==> src/pkg/plac_pkg.sv <==
/*
  Shared constants and types for the port loopback and AIS control block.
  Assumes a single 250 MHz core clock shared by all users of this package.
*/
`default_nettype none
package plac_pkg;
  typedef enum logic [1:0] {FM_DS3 = 2'b00, FM_E3 = 2'b01, FM_CLEAR = 2'b10} plac_fm_t;
  // zero-substituting coding is the hdb3 / b3zs family
  typedef enum logic [1:0] {LC_UNIPOLAR = 2'b00, LC_AMI = 2'b01, LC_ZSUB = 2'b10} plac_code_t;
  typedef enum logic [1:0] {LA_IDLE = 2'b00, LA_ONES = 2'b01, LA_FRAMED = 2'b10} plac_la_t;
  // loopback select codes; bit 2 alone marks diagnostic
  localparam logic [2:0] LBS_ANALOG = 3'h1;
  localparam logic [2:0] LBS_LINE = 3'h2;
  localparam logic [2:0] LBS_PAYLOAD = 3'h3;
  localparam logic [2:0] LBS_BOTH = 3'h6;
  // line ais select codes; 2'h3 disables
  localparam logic [1:0] LAS_AUTO = 2'h0;
  localparam logic [1:0] LAS_ONES = 2'h1;
  localparam logic [1:0] LAS_SEND = 2'h2;
  // payload ais select codes
  localparam logic [2:0] PAS_ALWAYS = 3'h0;
  localparam logic [2:0] PAS_LLB = 3'h1;
  localparam logic [2:0] PAS_PLB = 3'h2;
  localparam logic [2:0] PAS_LOOP = 3'h3;
  localparam logic [2:0] PAS_LOS = 3'h4;
  localparam logic [2:0] PAS_OOF = 3'h5;
  localparam logic [2:0] PAS_ANY = 3'h6;
  localparam logic [2:0] PAYLOAD_AIS_SELECT_SEL_RESET = PAS_ALWAYS;
  // ds3 m-frame: 7 subframes of 8 blocks of 1 overhead + 84 payload bits
  localparam int DS3_BLOCK_BITS = 85;
  localparam int DS3_BLOCKS = 8;
  localparam int DS3_SUBFRAMES = 7;
  localparam int CLK_MHZ = 250;
  localparam int OOF_PERSIST_US = 2500;
  localparam int OOF_PERSIST_CYCLES = OOF_PERSIST_US * CLK_MHZ;
  localparam int AIS_DETECT_BITS = 1024;
endpackage
`default_nettype wire

==> src/pkg/plac_stream_if.sv <==
/*
  Valid/ready bit stream carrier between the port controller and its buffer.
  Assumes both ends run on the same clock.
*/
`timescale 1ns/1ps
`default_nettype none
interface plac_stream_if #(parameter int W = 1);
  logic [W-1:0] data;
  logic valid;
  logic ready;
  modport src (output data, output valid, input ready);
  modport snk (input data, input valid, output ready);
endinterface
`default_nettype wire

==> src/rtl/plac_skid_buf.sv <==
/*
  Small FIFO on the receive payload path; depth 2 absorbs one stall cycle.
  Assumes DEPTH is a power of two and both sides share clk.
*/
`timescale 1ns/1ps
`default_nettype none
module plac_skid_buf #(
  parameter int W = 1,
  parameter int DEPTH = 2
) (
  // clock and reset
  input wire logic clk,
  input wire logic reset_n,
  // streams
  plac_stream_if.snk up,
  plac_stream_if.src dn
);
  localparam int PW = (DEPTH > 1) ? $clog2(DEPTH) : 1;
  localparam int CW = $clog2(DEPTH + 1);
  logic [W-1:0] mem [DEPTH];
  logic [PW-1:0] wrPtr_reg;
  logic [PW-1:0] rdPtr_reg;
  logic [CW-1:0] count_reg;
  logic [CW-1:0] count_next;
  logic ready_reg;
  logic valid_reg;
  logic accIn;
  logic accOut;

  assign accIn = up.valid & ready_reg;
  assign accOut = valid_reg & dn.ready;
  assign count_next = count_reg + CW'(accIn) - CW'(accOut);

  always_ff @(posedge clk) begin
    if (accIn) begin
      mem[wrPtr_reg] <= up.data;
    end
  end

  always_ff @(posedge clk) begin
    if (!reset_n) begin
      wrPtr_reg <= '0;
      rdPtr_reg <= '0;
      count_reg <= '0;
      ready_reg <= 1'b0;
      valid_reg <= 1'b0;
    end else begin
      if (accIn) begin
        wrPtr_reg <= wrPtr_reg + 1'b1;
      end
      if (accOut) begin
        rdPtr_reg <= rdPtr_reg + 1'b1;
      end
      count_reg <= count_next;
      // registered flags keep both handshakes free of combinational paths
      ready_reg <= count_next != CW'(DEPTH);
      valid_reg <= count_next != '0;
    end
  end

  assign up.ready = ready_reg;
  assign dn.valid = valid_reg;
  assign dn.data = mem[rdPtr_reg];
endmodule
`default_nettype wire

==> src/rtl/plac_port_ctrl.sv <==
/*
  Per-port loopback selection, loss-of-signal gating and AIS generation
  and detection for one ds3/e3/clear-channel port.
  Assumes framer, line coder and cell processors sit on clk and give one
  bit per strobe; line pins and overhead mask pins are asynchronous.
*/
// Functional notes
// RL1: decode loopback select into four loopbacks
// RL2: system loopback has its own bit
// RL3: no analog loopback while loop timing
// RL4: analog loop via interface unit or pins
// RL5: line loopback returns resampled receive data
// RL6: optional payload ais in line loopback
// RL7: payload loopback copies receive payload outward
// RL8: payload loopback gates frame start, enables, cells
// RL9: diagnostic loop returns pre-encoding transmit data
// RL10: top line ais in diagnostic, not line
// RL11: system loopback drops cells from line
// RL12: loss of signal only in zero-substituting coding
// RL13: loss feed dead in diagnostic loopback
// RL14: ds3 framed ais pattern, all ones elsewhere
// RL15: framer ais inserted before encoding
// RL16: top ds3 ais keeps its own alignment
// RL17: software stages framer ais before top
// RL18: framer ais loops out, top does not
// RL19: receive ais detect, framed only in ds3
// RL20: payload ais select resets to always
// RL21: framer ais waits 2.5 ms oof; code waits only in ds3 and follows oof at once in other modes
// RL22: ais activation sources per generator
// RL23: overhead mask pauses and masks ais
// RL24: decode two-bit line ais select
// RL25: decode three-bit payload ais select
// RL26: loop timing takes receive clock source
`timescale 1ns/1ps
`default_nettype none
module plac_port_ctrl #(
  parameter int OOF_PERSIST_CYC = plac_pkg::OOF_PERSIST_CYCLES,
  parameter int AIS_DETECT_BITS = plac_pkg::AIS_DETECT_BITS
) (
  // clock and reset
  input wire logic clk,
  input wire logic reset_n,
  // configuration
  input wire logic [2:0] loopbackSelect,
  input wire logic systemLoopback,
  input wire logic loopTimingEnable,
  input wire logic liuEnable,
  input wire plac_pkg::plac_fm_t framingModeSelect,
  input wire plac_pkg::plac_code_t lineCoding,
  input wire logic overheadMaskMode,
  input wire logic [1:0] lineAisSelect,
  input wire logic cfgLoad,
  input wire logic [2:0] payloadAisSelect,
  input wire logic plbForceDenZero,
  input wire logic plbHaltCells,
  input wire logic framerRxAisSw,
  // line pins and coder
  input wire logic rxLinePositive,
  input wire logic rxLineNegative,
  input wire logic txEncPositive,
  input wire logic txEncNegative,
  output logic txLinePositive,
  output logic txLineNegative,
  output logic rxDecPositive,
  output logic rxDecNegative,
  output logic liuAnalogLoop,
  output logic txClockFromRx,
  output logic txClockLoopTimed,
  output logic txClockRecovered,
  // transmit framer side
  input wire logic txBitStrobe,
  input wire logic txFramerData,
  input wire logic txFrameStartIn,
  input wire logic txOverheadMaskIn,
  input wire logic txDataEnableIn,
  output logic txLineData,
  output logic txDataEnableOut,
  output logic txFrameStartToFramer,
  output logic plbTxData,
  // receive framer side
  input wire logic rxBitStrobe,
  input wire logic rxDecData,
  input wire logic rxOverheadMaskIn,
  input wire logic rxFramerOhFlag,
  input wire logic losRaw,
  input wire logic oofIn,
  output logic rxFramerData,
  output logic rxFramerStrobe,
  output logic losStatus,
  output logic losToFramer,
  output logic aisDetected,
  output logic framerRxAis,
  // receive payload stream
  input wire logic rxPayloadData,
  input wire logic rxPayloadValid,
  output logic rxPayloadReady,
  output logic rxSerialOut,
  output logic rxSerialValid,
  input wire logic rxSerialReady,
  // cell processors and status
  output logic txCellHalt,
  output logic txCellDiscard,
  output logic rxLineCellDiscard,
  output logic sysLoopbackActive,
  output logic lbAnalog,
  output logic lbLine,
  output logic lbPayload,
  output logic lbDiag,
  output logic topPais
);
  import plac_pkg::*;

  localparam int OW = $clog2(OOF_PERSIST_CYC + 1);
  localparam int DW = $clog2(AIS_DETECT_BITS + 1);

  // returns {analog, line, payload, diagnostic}
  function automatic logic [3:0] lbDecode(input logic [2:0] sel);
    logic [3:0] r;
    r = 4'h0;
    case (sel)
      LBS_ANALOG: r = 4'h8;
      LBS_LINE: r = 4'h4;
      LBS_PAYLOAD: r = 4'h2;
      LBS_BOTH: r = 4'h5;
      default: r = {3'h0, sel[2]};
    endcase
    return r;
  endfunction

  // framed ais bit: x=1, p=0, m=010, f=1001, c=0, payload 1010 per block
  function automatic logic ds3AisBit(input logic [2:0] sf, input logic [2:0] blk,
                                     input logic [6:0] bi);
    logic r;
    r = bi[0];
    if (bi == 7'h00) begin
      case (blk)
        3'h0: r = (sf < 3'h2) | (sf == 3'h5);
        3'h1, 3'h7: r = 1'b1;
        default: r = 1'b0;
      endcase
    end
    return r;
  endfunction

  // pins: {rx pos, rx neg, frame start, tx mask, rx mask}
  logic [4:0] pinS1;
  logic [4:0] pinS2;
  logic [4:0] pinS3;
  logic [4:0] pinF;
  logic txSofD;
  logic [3:0] lbv;
  logic albN, llbN, plbN, dlbN, isDs3, pause, sofRise;
  plac_la_t laState;
  plac_la_t laWant;
  logic [6:0] bitIdx;
  logic [2:0] blkIdx;
  logic [2:0] sfIdx;
  logic detBit, detStb, detMask, expect_reg;
  logic [DW-1:0] onesCnt;
  logic [DW-1:0] altCnt;
  logic [OW-1:0] oofCnt;
  logic oofLong, losStat, losFeed, llbOnly, paisWant, haltN, framerPay;
  logic [2:0] paisSel_reg;

  always_ff @(posedge clk) begin
    if (!reset_n) begin
      pinS1 <= 5'h00;
      pinS2 <= 5'h00;
      pinS3 <= 5'h00;
      pinF <= 5'h00;
      txSofD <= 1'b0;
    end else begin
      pinS1 <= {rxLinePositive, rxLineNegative, txFrameStartIn, txOverheadMaskIn,
                rxOverheadMaskIn};
      pinS2 <= pinS1;
      pinS3 <= pinS2;
      // a change counts only once two stages agree, filtering one-cycle glitches
      pinF <= (pinS2 & pinS3) | (pinF & (pinS2 | pinS3));
      txSofD <= pinF[2];
    end
  end

  always_comb begin
    lbv = lbDecode(loopbackSelect); // [RL1]
    albN = lbv[3] & ~loopTimingEnable; // [RL3]
    llbN = lbv[2];
    plbN = lbv[1] & ~overheadMaskMode; // [RL7]
    dlbN = lbv[0];
    isDs3 = framingModeSelect == FM_DS3;
    pause = overheadMaskMode & pinF[1]; // [RL23]
    sofRise = pinF[2] & ~txSofD;
  end

  always_ff @(posedge clk) begin
    if (!reset_n) begin
      lbAnalog <= 1'b0;
      lbLine <= 1'b0;
      lbPayload <= 1'b0;
      lbDiag <= 1'b0;
      sysLoopbackActive <= 1'b0;
      rxLineCellDiscard <= 1'b0;
      liuAnalogLoop <= 1'b0;
      txClockFromRx <= 1'b0;
      txClockLoopTimed <= 1'b0;
      txClockRecovered <= 1'b0;
    end else begin
      lbAnalog <= albN;
      lbLine <= llbN;
      lbPayload <= plbN;
      lbDiag <= dlbN;
      sysLoopbackActive <= systemLoopback; // [RL2] [RL11]
      rxLineCellDiscard <= systemLoopback; // [RL11]
      liuAnalogLoop <= albN & liuEnable; // [RL4]
      txClockFromRx <= llbN; // [RL5]
      txClockLoopTimed <= loopTimingEnable; // [RL26]
      txClockRecovered <= liuEnable; // [RL26]
    end
  end

  // line pins: line loopback retimes receive data, analog without the interface unit returns transmit pins
  always_ff @(posedge clk) begin
    if (!reset_n) begin
      txLinePositive <= 1'b0;
      txLineNegative <= 1'b0;
      rxDecPositive <= 1'b0;
      rxDecNegative <= 1'b0;
    end else begin
      txLinePositive <= llbN ? pinF[4] : txEncPositive; // [RL5]
      txLineNegative <= llbN ? pinF[3] : txEncNegative; // [RL5]
      rxDecPositive <= (albN & ~liuEnable) ? txLinePositive : pinF[4]; // [RL4]
      rxDecNegative <= (albN & ~liuEnable) ? txLineNegative : pinF[3]; // [RL4]
    end
  end

  always_comb begin
    case (lineAisSelect) // [RL24]
      LAS_AUTO: laWant = dlbN ? (isDs3 ? LA_FRAMED : LA_ONES) : LA_IDLE; // [RL22]
      LAS_ONES: laWant = LA_ONES;
      LAS_SEND: laWant = isDs3 ? LA_FRAMED : LA_ONES; // [RL14]
      default: laWant = LA_IDLE;
    endcase
    if (llbN) begin
      laWant = LA_IDLE; // [RL10]
    end
  end

  always_ff @(posedge clk) begin
    if (!reset_n) begin
      laState <= LA_IDLE;
    end else begin
      laState <= laWant;
    end
  end

  // frame position realigns only while idle, so a running ais never slips
  always_ff @(posedge clk) begin
    if (!reset_n) begin
      bitIdx <= 7'h00;
      blkIdx <= 3'h0;
      sfIdx <= 3'h0;
    end else if (laState == LA_IDLE && sofRise && !overheadMaskMode) begin
      bitIdx <= 7'h00; // [RL16] [RL17]
      blkIdx <= 3'h0;
      sfIdx <= 3'h0;
    end else if (txBitStrobe && !pause) begin
      bitIdx <= bitIdx + 7'h01;
      if (bitIdx == 7'(DS3_BLOCK_BITS - 1)) begin
        bitIdx <= 7'h00;
        blkIdx <= blkIdx + 3'h1;
        if (blkIdx == 3'(DS3_BLOCKS - 1)) begin
          blkIdx <= 3'h0;
          sfIdx <= (sfIdx == 3'(DS3_SUBFRAMES - 1)) ? 3'h0 : sfIdx + 3'h1;
        end
      end
    end
  end

  // ais goes in ahead of the encoder so coding stays violation free
  always_ff @(posedge clk) begin
    if (!reset_n) begin
      txLineData <= 1'b0;
    end else if (txBitStrobe) begin
      case (laState)
        LA_ONES: txLineData <= 1'b1; // [RL15]
        LA_FRAMED: txLineData <= pause ? txFramerData : ds3AisBit(sfIdx, blkIdx, bitIdx); // [RL14]
        default: txLineData <= txFramerData;
      endcase
    end
  end

  // receive detector input follows the diagnostic loop
  always_comb begin
    detBit = dlbN ? txFramerData : rxDecData; // [RL9]
    detStb = dlbN ? txBitStrobe : rxBitStrobe;
    detMask = overheadMaskMode ? (dlbN ? pinF[1] : pinF[0]) : rxFramerOhFlag; // [RL23]
  end

  always_ff @(posedge clk) begin
    if (!reset_n) begin
      rxFramerData <= 1'b0;
      rxFramerStrobe <= 1'b0;
      onesCnt <= '0;
      altCnt <= '0;
      expect_reg <= 1'b1;
      aisDetected <= 1'b0;
    end else begin
      rxFramerData <= detBit; // [RL9] [RL10]
      rxFramerStrobe <= detStb;
      if (detStb && detMask) begin
        expect_reg <= 1'b1;
      end else if (detStb) begin
        expect_reg <= ~expect_reg;
        if (!detBit) begin
          onesCnt <= '0;
        end else if (onesCnt != DW'(AIS_DETECT_BITS)) begin
          onesCnt <= onesCnt + 1'b1;
        end
        if (detBit != expect_reg) begin
          altCnt <= '0;
        end else if (altCnt != DW'(AIS_DETECT_BITS)) begin
          altCnt <= altCnt + 1'b1;
        end
      end
      aisDetected <= (onesCnt == DW'(AIS_DETECT_BITS)) |
                     (isDs3 & (altCnt == DW'(AIS_DETECT_BITS))); // [RL19]
    end
  end

  always_comb begin
    losStat = (lineCoding == LC_ZSUB) & losRaw; // [RL12]
    losFeed = losStat & ~dlbN; // [RL13]
    oofLong = oofCnt == OW'(OOF_PERSIST_CYC);
    llbOnly = llbN & ~dlbN; // [RL6]
    case (paisSel_reg) // [RL25]
      PAS_ALWAYS: paisWant = 1'b1;
      PAS_LLB: paisWant = llbOnly;
      PAS_PLB: paisWant = plbN;
      PAS_LOOP: paisWant = llbOnly | plbN;
      PAS_LOS: paisWant = losFeed;
      PAS_OOF: paisWant = oofIn; // [RL21]
      PAS_ANY: paisWant = llbOnly | plbN | losFeed | oofIn; // [RL22]
      default: paisWant = 1'b0;
    endcase
  end

  always_ff @(posedge clk) begin
    if (!reset_n) begin
      oofCnt <= '0;
      paisSel_reg <= PAYLOAD_AIS_SELECT_SEL_RESET; // [RL20]
      losStatus <= 1'b0;
      losToFramer <= 1'b0;
      framerRxAis <= 1'b0;
      topPais <= 1'b0;
    end else begin
      if (!oofIn) begin
        oofCnt <= '0;
      end else if (!oofLong) begin
        oofCnt <= oofCnt + 1'b1; // [RL21]
      end
      if (cfgLoad) begin
        paisSel_reg <= payloadAisSelect;
      end
      losStatus <= losStat; // [RL12]
      losToFramer <= losFeed; // [RL13]
      framerRxAis <= framerRxAisSw | aisDetected | losFeed | (isDs3 ? oofLong : oofIn); // [RL22]
      topPais <= paisWant;
    end
  end

  // framer ais rides the payload loop outward; top ais only goes downstream
  assign framerPay = framerRxAis | rxPayloadData;
  assign haltN = plbN & (framingModeSelect != FM_CLEAR) & plbHaltCells;

  always_ff @(posedge clk) begin
    if (!reset_n) begin
      plbTxData <= 1'b0;
      txCellHalt <= 1'b0;
      txCellDiscard <= 1'b0;
      txDataEnableOut <= 1'b0;
      txFrameStartToFramer <= 1'b0;
    end else begin
      plbTxData <= framerPay; // [RL7] [RL18]
      txCellHalt <= haltN; // [RL8]
      txCellDiscard <= plbN & ~haltN; // [RL8]
      txDataEnableOut <= txDataEnableIn & ~(plbN & plbForceDenZero); // [RL8]
      txFrameStartToFramer <= pinF[2] & ~plbN & ~overheadMaskMode; // [RL8]
    end
  end

  plac_stream_if #(.W(1)) inIf ();
  plac_stream_if #(.W(1)) outIf ();

  // all ones covers overhead positions too
  assign inIf.data = topPais | framerPay; // [RL6] [RL18] [RL23]
  assign inIf.valid = rxPayloadValid;
  assign outIf.ready = rxSerialReady;
  assign rxPayloadReady = inIf.ready;
  assign rxSerialOut = outIf.data;
  assign rxSerialValid = outIf.valid;

  plac_skid_buf #(.W(1), .DEPTH(2)) payBuf (
    .clk(clk),
    .reset_n(reset_n),
    .up(inIf.snk),
    .dn(outIf.src)
  );
endmodule
`default_nettype wire

==> config.mk <==
export PLATFORM = sky130hd
export DESIGN_NAME = plac_port_ctrl
export DESIGN_NICKNAME = d
export VERILOG_FILES = /design/src/pkg/plac_pkg.sv /design/src/pkg/plac_stream_if.sv /design/src/rtl/plac_skid_buf.sv /design/src/rtl/plac_port_ctrl.sv
export SDC_FILE = /design/constraint.sdc
export NUM_CORES = 1
export LEC_CHECK = 0
export CAP_MARGIN = 40
export CORE_MARGIN = 2
export CORE_UTILIZATION = 67
export CTS_CLUSTER_DIAMETER = 120
export CTS_CLUSTER_SIZE = 30
export DETAILED_ROUTE_END_ITERATION = 8
export DONT_BUFFER_PORTS = 1
export PLACE_DENSITY = 0.84
export SYNTH_ARGS = -nofsm -noshare
export SYNTH_HDL_FRONTEND = slang
export SYNTH_SLANG_ARGS = --single-unit
==> constraint.sdc <==
create_clock -name clk -period 6.3 [get_ports clk]
set_input_delay 1.89 -clock clk [delete_from_list [all_inputs] [get_ports clk]]
set_output_delay 1.89 -clock clk [all_outputs]
set_load 0.005 [all_outputs]
==> results.toml <==
[run_status]
status = "completed"

[worst_setup_path]
regToRegSetupSlack_ns = 4.00
path_buf_inv = 0
critical-path-top-delay-family = "flip-flops"
path_cells = "mux2_2"
cp_max_fo = 1
arrival_ns = 1.24
required_ns = 4.41
crit_path_end_kind = "output pin"
start_kind = "register"
path_class = "register to output pin"
max_stage_delay_ns = 0.41
crit_slowest_cell = "edfxtp_1"
cp_num_cells = 1
reg2regPathDepth = 5

[pwr]
power_frac_clock = 0.503
p_total_w = 0.00187
p_per_area_nw_per_um2 = 328
peakVddDrop_mv = 0.224
sequentialPowerShare = 0.426
combinationalPowerShare = 0.070
p_sw_w = 0.000473
p_leak_nw = 2.07
switching_share = 0.253
internal-power_w = 0.00140

[final_layout]
largest_reg_flops = 20
diodes = 0
largest-register = "oofCnt"
reg_top3 = "oofCnt (20), altCnt (11), onesCnt (11)"
num-nets-final = 621
fillers = 458
final_cell_area_um2 = 5690
drive_above_1_share = 0.0780
fin_util = 0.781
area_delta_synth_final_pct = 12.3

[cts]
clockBufferDepth = 2
tritoncts = "yes"
cts_root_buffer = "clkbuf_8"
post-cts-setup-buffers = 0
ctsResizeCount = 0
path_clk_slew_ns = 0.06
cts_sinks = 116
cts_buffers = 17
hold_buffers = 0
insertion_delay_ns = 0.53
htreeDepth = 4

[place]
place_congestion = 0.813
port_buffers = 0
placed_area_um2 = 5110
pre_cts_slack_ns = 2.81
hpwl_um = 7730

[yosys]
synth-seq-cells = 116
synth_top_area_cell = "dfxtp_1"
ys_top_cells_by_count = "dfxtp_1 (114), a21oi_1 (49), nor2_1 (45), nand2_1 (42)"
postSynthNetCount = 622
synth_area_leaders = "dfxtp_1 (45%), a21oi_1 (4.8%), ha_1 (4.2%)"
ys_types = 59
ys_warn_count = 0
avgSynthCellArea_um2 = 8.97
ys.flop_type = "dfxtp_1"
postSynth.asyncResetShare = 0
yosysMostFrequentCell = "dfxtp_1"
synth_area_um2 = 5070
yosysTopAreaCellShare = 0.450
synth_edf_count = 2
synth_seq_area_share = 0.462
synth_cells = 565

[sta]
maxSlewViolCount = 0
fin_skew_ns = 0.00716
min_period_over_period = 0.496
worst_slack_ns = 3.17
max_freq_mhz = 320
worstMarginPinSlew_ns = 0.898
period_needed_ns = 3.13
setup_violations = 0
rsz0062_at_grt = "false"
timing.final.hold_violations = 0
fin_setup_tns_ns = 0
maxSlewHeadroom = 0.393

[route]
wl_per_cell_um = 17.5
drt_pass1_iterations = 6
ant_nets = 0
wl_um = 11800
via_count = 4179
first_iter_violations = 224
post-route-drc-count = 0
vias_per_cell = 6.18

[floorplan]
io_pins = 70
dieArea_um2 = 8280
die_y_um = 91.0
start_util = 0.695
core_um2 = 7290
die_x_um = 91.0
rows = 31

[min_path]
whs_path_depth = 1
hp-class = "register to register"

[flow_run]
drv_cap = 0

[grt]
antenna_found_initial = 0
grt_pass1_vias = 3983
grt_use_total = 0.287
globalRoute.totalOverflow = 0
grt_max_degree = 40
grt_pass1_wl_um = 18900
## logic make-up (layout without fill, tap and decap cells)
logic type                 Yosys count  count (layout)  synth area share
AOI/OAI and AO/OA                  111             111             0.131
muxes                               14              14            0.0313
DFF                                116             116             0.462
and+or+nand+nor                    234             234             0.254
xor gates and xnor gates            20              20            0.0346
adders and majority gates           17              17            0.0420
buffers and inverters               53              65            0.0447
## metrics by stage
stage / hold WS, ns / cells
2_1_floorplan: 0.412 / 565
3_3_place_gp: 0.413 / 642
3_5_place_dp: 0.422 / 644
4_1_cts: 0.439 / 676
5_1_grt: 0.454 / 676
6_report: 0.435 / 676
## placed cells by master, fill, tap and decap left out, types with 2 or more instances in the layout
master,n
xnor2_1,5
a211oi_1,3
and2_1,30
nor4_1,8
nor4b_1,2
ha_1,17
or4b_1,3
bufinv_16,2
dfxtp_1,114
o211ai_1,3
a31oi_1,2
clkbuf_16,16
or4_1,15
o41ai_1,2
clkinv_4,4
o21ai_0,23
nand3_1,22
o21ai_1,2
o31ai_1,17
and4_1,7
nand3b_1,2
and3_1,6
inv_1,30
or3_1,11
nand2b_1,4
nor3b_1,2
nor3_1,9
or2_2,2
edfxtp_1,2
nand4_1,13
nor2_1,45
inv_6,6
xor2_1,15
nand2_1,42
a21oi_1,49
nor2b_1,3
mux2i_1,11
## power by group through the flow
stage          combinational [W]  sequential, W  clock, W
2_1_floorplan           0.000103       0.000804         0
3_3_place_gp            0.000111       0.000809         0
3_5_place_dp            0.000120       0.000812         0
4_1_cts                 0.000130       0.000796  0.000943
5_1_grt                 0.000144       0.000800  0.000979
6_report                0.000132       0.000797  0.000941
## area by class of cell
type / instances / area [µm²] / area share
clock buffers: 17 / 414 / 0.0727
multi-input cells: 396 / 2500 / 0.439
flip-flops and latches: 116 / 2340 / 0.411
repair buffers: 3 / 33.8 / 0.00593
well taps: 99 / 124 / 0.0218
inverters: 30 / 113 / 0.0198
clock inverters: 15 / 166 / 0.0292
## layer usage
layer,global-route usage,share of wire
met1,0.335,0.41
met2,0.486,0.49
met5,0,0
met4,0.111,0.022
met3,0.0996,0.081
## worst paths after layout
path	to	startpoint
worst max-delay path	rxSerialOut	payBuf.mem[0]$_DFFE_PP_
worst min-delay path	pinS2[2]$_SDFF_PN0_	pinS1[2]$_SDFF_PN0_
worst max register to register	onesCnt[4]$_SDFFE_PN0P_	onesCnt[6]$_SDFFE_PN0P_
worst min register to register	pinS2[2]$_SDFF_PN0_	pinS1[2]$_SDFF_PN0_
Power figures use the tool's default switching activity.
